===== src/design/pdr_pkg.sv =====
// Offsets, field positions and reset values of the loop and sleep registers.
package pdr_pkg;
   // Register indices; byte address is four times the index.
   localparam logic [7:0]  IDX_LOOP_DIVIDER  = 8'h19;
   localparam logic [7:0]  IDX_POWER_DOWN    = 8'h1a;
   localparam logic [9:0]  ADDR_LOOP_DIVIDER = {IDX_LOOP_DIVIDER, 2'b00};
   localparam logic [9:0]  ADDR_POWER_DOWN   = {IDX_POWER_DOWN, 2'b00};
   localparam logic [15:0] RST_LOOP_DIVIDER  = 16'h0440;
   localparam logic [15:0] RST_POWER_DOWN    = 16'h0020;
   // Field positions.
   localparam int M_HI        = 15;
   localparam int M_LO        = 8;
   localparam int N_HI        = 7;
   localparam int N_LO        = 4;
   localparam int BIAS_HI     = 3;
   localparam int BIAS_LO     = 2;
   localparam int COARSE_HI   = 15;
   localparam int COARSE_LO   = 10;
   localparam int BIT_BIAS    = 7;
   localparam int BIT_TEMP    = 6;
   localparam int BIT_LOOP    = 5;
   localparam int BIT_CLKRX   = 4;
   localparam int BIT_CH_A    = 3;
   localparam int BIT_CH_B    = 2;
   localparam int BIT_CH_C    = 1;
   localparam int BIT_CH_D    = 0;
   // Writable masks: reserved bits stay at zero.
   localparam logic [15:0] MASK_LOOP_DIVIDER = 16'hfffc;
   localparam logic [15:0] MASK_POWER_DOWN   = 16'hfcff;
   // Smallest legal low seven M code bits in the direct and doubled ranges.
   localparam logic [7:0]  M_MIN_DIRECT  = 8'h04;
   localparam logic [7:0]  M_MIN_DOUBLE  = 8'h04;
endpackage


===== src/design/pdr_m_decode.sv =====
// Decoder of the M and N divider codes into divide values.
module pdr_m_decode
   import pdr_pkg::*;
(
   input  wire logic [7:0] m_code,
   input  wire logic [3:0] n_code,
   output logic      [8:0] m_value,
   output logic            m_valid,
   output logic      [4:0] n_value
);
   wire logic [8:0] m_direct  = {2'b00, m_code[6:0]};
   wire logic [8:0] m_doubled = {1'b0, m_code[6:0], 1'b0};
   wire logic       low_ok    = m_code[6:0] >= M_MIN_DIRECT[6:0];

   assign m_value = m_code[7] ? m_doubled : m_direct;
   assign m_valid = low_ok;
   assign n_value = {1'b0, n_code} + 5'h01;
endmodule


===== src/design/pdr_regs.sv =====
// Loop divider and power-down register bank behind a Wishbone slave port.
// Function
// - With the M code top bit clear, M is the low seven bits, legal 4 to 127.
// - With the M code top bit set, M is twice the low seven bits, 8 to 254.
// - The four-bit N code in bits 7:4 decodes to N equal to code plus one.
// - The loop divider register resets to 0x0440.
// - Reserved bits of both registers reset to zero and stay there.
// - Bits 15:10 of the power-down register hold coarse tune, reset zero.
// - Bit 7 set holds the bias amplifier asleep; resets to 0.
// - Bit 6 set switches the temperature sensor off; resets to 0.
// - Bit 5 set keeps the loop asleep; resets to 1.
// - Bit 4 set sleeps the clock receiver and the sync reference receiver.
// - Bits 3 to 0 sleep channels A to D respectively; each resets to 0.
// - The power-down register resets to 0x0020.
module pdr_regs
   import pdr_pkg::*;
(
   input  wire logic        CLK_SYS,
   input  wire logic        RESET,
   input  wire logic        WB_CYC_I,
   input  wire logic        WB_STB_I,
   input  wire logic        WB_WE_I,
   input  wire logic [9:0]  WB_ADR_I,
   input  wire logic [3:0]  WB_SEL_I,
   input  wire logic [31:0] WB_DAT_I,
   output logic      [31:0] WB_DAT_O,
   output logic             WB_ACK_O,
   output logic      [7:0]  LOOP_M_CODE,
   output logic      [8:0]  LOOP_M_VALUE,
   output logic             LOOP_M_VALID,
   output logic      [3:0]  LOOP_N_CODE,
   output logic      [4:0]  LOOP_N_VALUE,
   output logic      [1:0]  OSC_BIAS_TUNE,
   output logic      [5:0]  OSC_COARSE_TUNE,
   output logic             BIAS_AMP_POWER_DOWN,
   output logic             TEMP_SENSOR_POWER_DOWN,
   output logic             LOOP_POWER_DOWN,
   output logic             CLOCK_RECEIVER_POWER_DOWN,
   output logic             SYNC_REF_CLOCK_INPUT_POWER_DOWN,
   output logic             CHANNEL_A_POWER_DOWN,
   output logic             CHANNEL_B_POWER_DOWN,
   output logic             CHANNEL_C_POWER_DOWN,
   output logic             CHANNEL_D_POWER_DOWN
);
   logic [15:0] loop_divider_config;
   logic [15:0] power_down_config;
   logic [31:0] read_data;
   logic        take;

   pdr_wb_slave u_slave (
      .clk   (CLK_SYS),
      .reset (RESET),
      .cyc   (WB_CYC_I),
      .stb   (WB_STB_I),
      .ack   (WB_ACK_O),
      .take  (take)
   );

   // Merge the two low byte lanes into a 16-bit register under a write mask.
   function automatic logic [15:0] merge(input logic [15:0] old,
                                         input logic [31:0] wdata,
                                         input logic [3:0]  sel,
                                         input logic [15:0] mask);
      logic [15:0] lane;
      lane = {sel[1] ? wdata[15:8] : old[15:8],
              sel[0] ? wdata[7:0]  : old[7:0]};
      return lane & mask;
   endfunction

   wire logic hit_loop  = WB_ADR_I == ADDR_LOOP_DIVIDER;
   wire logic hit_power = WB_ADR_I == ADDR_POWER_DOWN;
   // A write lands at the edge at which the master samples ack high, so the
   // controlled blocks never act on a transfer that is still pending.
   wire logic commit    = WB_ACK_O && WB_CYC_I && WB_STB_I && WB_WE_I;
   wire logic wr_loop   = commit && hit_loop;
   wire logic wr_power  = commit && hit_power;

   wire logic [15:0] next_loop_divider_config =
      merge(loop_divider_config, WB_DAT_I, WB_SEL_I, MASK_LOOP_DIVIDER);
   wire logic [15:0] next_power_down_config =
      merge(power_down_config, WB_DAT_I, WB_SEL_I, MASK_POWER_DOWN);

   // Unmapped addresses still get an acknowledge and read as zero, so a
   // stray access never hangs the bus.
   wire logic [31:0] next_read_data =
      hit_loop  ? {16'h0000, loop_divider_config} :
      hit_power ? {16'h0000, power_down_config}   : 32'h0000_0000;

   always_ff @(posedge CLK_SYS) begin
      if (RESET) begin
         loop_divider_config <= RST_LOOP_DIVIDER;
         power_down_config   <= RST_POWER_DOWN;
      end else begin
         if (wr_loop) begin
            loop_divider_config <= next_loop_divider_config;
         end
         if (wr_power) begin
            power_down_config <= next_power_down_config;
         end
      end
   end

   always_ff @(posedge CLK_SYS) begin
      if (RESET) begin
         read_data <= 32'h0000_0000;
      end else if (take && !WB_WE_I) begin
         read_data <= next_read_data;
      end
   end

   assign WB_DAT_O = read_data;

   pdr_m_decode u_decode (
      .m_code  (loop_divider_config[M_HI:M_LO]),
      .n_code  (loop_divider_config[N_HI:N_LO]),
      .m_value (LOOP_M_VALUE),
      .m_valid (LOOP_M_VALID),
      .n_value (LOOP_N_VALUE)
   );

   assign LOOP_M_CODE     = loop_divider_config[M_HI:M_LO];
   assign LOOP_N_CODE     = loop_divider_config[N_HI:N_LO];
   assign OSC_BIAS_TUNE   = loop_divider_config[BIAS_HI:BIAS_LO];
   assign OSC_COARSE_TUNE = power_down_config[COARSE_HI:COARSE_LO];
   assign BIAS_AMP_POWER_DOWN       = power_down_config[BIT_BIAS];
   assign TEMP_SENSOR_POWER_DOWN    = power_down_config[BIT_TEMP];
   assign LOOP_POWER_DOWN           = power_down_config[BIT_LOOP];
   assign CLOCK_RECEIVER_POWER_DOWN = power_down_config[BIT_CLKRX];
   assign SYNC_REF_CLOCK_INPUT_POWER_DOWN =
      power_down_config[BIT_CLKRX];
   assign CHANNEL_A_POWER_DOWN = power_down_config[BIT_CH_A];
   assign CHANNEL_B_POWER_DOWN = power_down_config[BIT_CH_B];
   assign CHANNEL_C_POWER_DOWN = power_down_config[BIT_CH_C];
   assign CHANNEL_D_POWER_DOWN = power_down_config[BIT_CH_D];
endmodule


===== src/design/pdr_wb_slave.sv =====
// Classic Wishbone slave front end with one-cycle registered acknowledge.
module pdr_wb_slave
   import pdr_pkg::*;
(
   input  wire logic        clk,
   input  wire logic        reset,
   input  wire logic        cyc,
   input  wire logic        stb,
   output logic             ack,
   output logic             take
);
   wire logic req = cyc && stb && !ack;

   assign take = req;

   always_ff @(posedge clk) begin
      if (reset) begin
         ack <= 1'b0;
      end else begin
         ack <= req;
      end
   end
endmodule

===== config.mk =====
export PLATFORM = sky130hd
export DESIGN_NAME = pdr_regs
export DESIGN_NICKNAME = d
export VERILOG_FILES = /design/src/design/pdr_pkg.sv /design/src/design/pdr_m_decode.sv /design/src/design/pdr_regs.sv /design/src/design/pdr_wb_slave.sv
export SDC_FILE = /design/constraint.sdc
export NUM_CORES = 1
export LEC_CHECK = 0
export BUFFER_PORTS_ARGS = -buffer_cell sky130_fd_sc_hd__buf_2
export CORE_ASPECT_RATIO = 1.75
export CORE_MARGIN = 1.5
export CORE_UTILIZATION = 40
export CTS_BUF_LIST = sky130_fd_sc_hd__clkbuf_4 sky130_fd_sc_hd__clkbuf_8 sky130_fd_sc_hd__clkbuf_16
export DETAILED_ROUTE_END_ITERATION = 16
export GPL_TIMING_DRIVEN = 0
export PLACE_DENSITY = 0.84
export REMOVE_ABC_BUFFERS = 1
export SETUP_SLACK_MARGIN = 0.02
export SKIP_LAST_GASP = 1
export SYNTH_ARGS = -nofsm -noshare
export SYNTH_HDL_FRONTEND = slang
export SYNTH_SLANG_ARGS = --single-unit

===== constraint.sdc =====
create_clock -name CLK_SYS -period 2.27 [get_ports CLK_SYS]
set_input_delay 0.454 -clock CLK_SYS [delete_from_list [all_inputs] [get_ports CLK_SYS]]
set_output_delay 0.454 -clock CLK_SYS [all_outputs]
set_load 0.02 [all_outputs]

==> flow_summary_export.csv <==
group,metric,value,unit
layout,syn_to_final_growth,26.3,%
setup_path,reg2reg_slack,0.34,ns
yosys,ys_ff_latch,45,
cts,clockBufferDepth,2,
setup_path,r2r_end,"loop_divider_config[12]$_SDFFE_PP0P_",
layout,final_core_util,0.529,
yosys,synthFlopType,"dfxtp_1",
global_routing,grt_usage,0.179,
sta,min_period,2.13,ns
cts,root_buffer,"clkbuf_8",
layout,n_antenna_cell,0,
yosys,yosys-top-cells-area,"dfxtp_1, mux2i_1, buf_4",
yosys,yosysTopAreaCellShare,0.432,
route,first_iter_violations,49,
sta,finalSetupViolCount,0,
sta,min_period_over_period,0.936,
route,vias_per_cell,5.20,
floorplanning,boundaryPins,128,
floorplanning,core_area,4980,um2
layout,num-nets-final,359,
setup_path,path_class,"primary input to flop",
placed_design,dpl.hpwl,3640,um
route,routed_wl,4940,um
placed_design,io_buffers,92,
cts,cts.reportedPaths.clkPinSlew,0.08,ns
route,drc_errors,0,
sta,clock_skew,0.00416,ns
power_and_ir_drop,p_clk_frac,0.342,
route,ant_nets,0,
setup_path,crit_arrival,2.27,ns
setup_path,r2r_start,"u_slave.ack$_SDFF_PP0_",
setup_path,reg2regPathDepth,4,
yosys,synth_edf_count,0,
power_and_ir_drop,comb_power_share,0.096,
power_and_ir_drop,p_seq_frac,0.562,
power_and_ir_drop,power.density,544,nW/um2
route,drt_pre_antenna_iters,4,
sta,worstMarginPinSlew,0.786,ns
yosys,yosys.area.top_type,"dfxtp_1",
run_status,status,"completed",
floorplanning,die_area,5670,um2
sta,rsz0062_at_grt,"false",
cts,cts_hold_buf,0,
sta,final_max_slew_viol_count,0,
sta,finalHoldViolations,0,
flow_run,max-cap-violations,0,
power_and_ir_drop,p_sw,0.335,mW
cts,cts_tree,"done",
yosys,ys_seq_area_frac,0.432,
floorplanning,die_w,57.6,um
placed_design,pre_cts_slack,-0.375,ns
sta,slew_headroom,0.472,
floorplanning,fp-row-count,34,
cts,insertion_delay,0.28,ns
global_routing,grt_pass1_vias,1789,
yosys,synth_cell_types,31,
sta,holdWs,0.403,ns
yosys,synthCells,218,
global_routing,antenna_found_initial,0,
setup_path,crit_start,"WB_ADR_I[9]",
setup_path,worstPathRequired,2.41,ns
setup_path,start_kind,"primary input",
setup_path,crit_end,"loop_divider_config[12]$_SDFFE_PP0P_",
cts,htreeDepth,2,
floorplanning,initial_utilization,0.419,
placed_design,routabilityCongestion,0.765,
yosys,syn_area,2090,um2
power_and_ir_drop,sw_frac_of_total,0.234,
setup_path,path_max_fanout,8,
sta,max_freq,470,MHz
yosys,synth_warnings,0,
sta,setup_slack,0.144,ns
power_and_ir_drop,p_int,1.10,mW
route,avgRoutedWirePerCell,13.7,um
cts,cts.sinks,45,
worst_hold_path,hold_path.class,"primary input to flop",
yosys,async_flop_share,0,
global_routing,grt-ovfl-total,0,
power_and_ir_drop,leakage,1.33,nW
global_routing,grt_pass1_wl,8110,um
cts,numCtsBuffers,5,
power_and_ir_drop,irDropWorstVdd,524,uV
layout,drive_gt1_frac,0.391,
route,num_vias,1879,
floorplanning,die_h,98.5,um
global_routing,grt_start_max_net_pins,46,
setup_path,end_kind,"flop",
yosys,synth.avg_cell_area,9.57,um2
what timing repair did:
item / CTS / global route
pin swaps: 2 / 2
setup endpoints to repair: 12 / 29
resized for setup: 0 / 2
buffers inserted: 3 / 3
metal layers:
| metal | vias to the layer above | global-route usage | wire (um) |
|---|---|---|---|
| met2 | 90 | 0.339 | 2780 |
| li1 | 901 | - | - |
| met1 | 872 | 0.169 | 1670 |
| met3 | 16 | 0.0433 | 335 |
| met5 | - | 0 | 0 |
| met4 | 0 | 0.0912 | 145 |
worst max-delay path, stage by stage:
cell and delay [ns]:
buf_2 0.09, or4b_1 0.74, nor4_4 0.67, mux2i_1 0.26, nor2_1 0.05
power groups by stage:
stage | Sequential, mW | Combinational [mW] | Clock, mW
after floorplan | 0.837 | 0.0574 | 0
after global placement | 0.823 | 0.132 | 0
after detailed placement | 0.824 | 0.137 | 0
after CTS | 0.805 | 0.138 | 0.508
after global routing | 0.806 | 0.153 | 0.538
final | 0.805 | 0.138 | 0.490
logic make-up after synthesis:
family	count (synthesis)	synth area share
and+or+nand+nor	84	0.222
other	1	0.00180
AOI/OAI and AO/OA	16	0.0600
buffers and inverters	35	0.103
xor gates and xnor gates	2	0.00840
muxes	34	0.167
DFF	45	0.432
adders and majority gates	1	0.00600
worst min-delay path by stage:
stage | startpoint | to | slack, ns | cells after the start
floorplan | RESET | WB_DAT_O[0]$_SDFFE_PP0P_ | 0.52 | 1
global placement | WB_DAT_O[1]$_SDFFE_PP0P_ | WB_DAT_O[1]$_SDFFE_PP0P_ | 0.44 | 2
detailed placement | WB_DAT_O[1]$_SDFFE_PP0P_ | WB_DAT_O[1]$_SDFFE_PP0P_ | 0.45 | 2
CTS | WB_DAT_I[0] | power_down_config[0]$_SDFFE_PP0P_ | 0.39 | 3
global route | WB_DAT_I[8] | loop_divider_config[8]$_SDFFE_PP0P_ | 0.39 | 3
finish | WB_DAT_I[0] | power_down_config[0]$_SDFFE_PP0P_ | 0.40 | 3
cells in the mapped netlist, types with 3 or more instances:
cell type / instances
clkbuf_1: 9
nand2b_1: 3
mux2i_1: 28
dfxtp_1: 45
buf_4: 19
nand3b_1: 4
nor3_1: 15
nand3_1: 5
a221oi_1: 12
buf_2: 4
nor2_1: 38
mux2_2: 6
a21oi_1: 4
nand2_1: 6
cell usage in the layout, fill, tap and decap left out, types with 2 or more instances in the layout:
cell,instances
clkbuf_8,6
mux2_2,6
or4_4,2
a221oi_1,12
mux2i_1,28
nor2_1,38
nor3_1,14
conb_1,17
nor4_4,3
nand2_1,6
inv_1,2
dfxtp_1,45
buf_4,6
nand2b_1,3
buf_2,92
nand3b_1,4
nand3_1,5
a21oi_1,4
metrics by stage:
step           setup TNS [ns]  cells  instance area (um2)  power, mW
3_3_place_gp           -15.58    347                 2470      0.955
3_5_place_dp           -12.03    348                 2490      0.961
4_1_cts                     0    358                 2600       1.45
2_1_floorplan               0    201                 1940      0.895
6_report                    0    361                 2630       1.43
5_1_grt                     0    361                 2630       1.50
sequential cells by signal, indices dropped and copies added (netlist names):
name                 flops
u_slave.ack              1
loop_divider_config     14
power_down_config       14
WB_DAT_O                16
final cells by class:
cell class | count | area (um2)
clock buffer | 7 | 90.1
fill | 478 | 2340
inverter | 2 | 7.51
multi-input combinational | 154 | 1050
sequential | 45 | 901
tap | 54 | 67.6
timing repair buffer | 99 | 517
No activity file was read; power rests on OpenSTA's default activity.
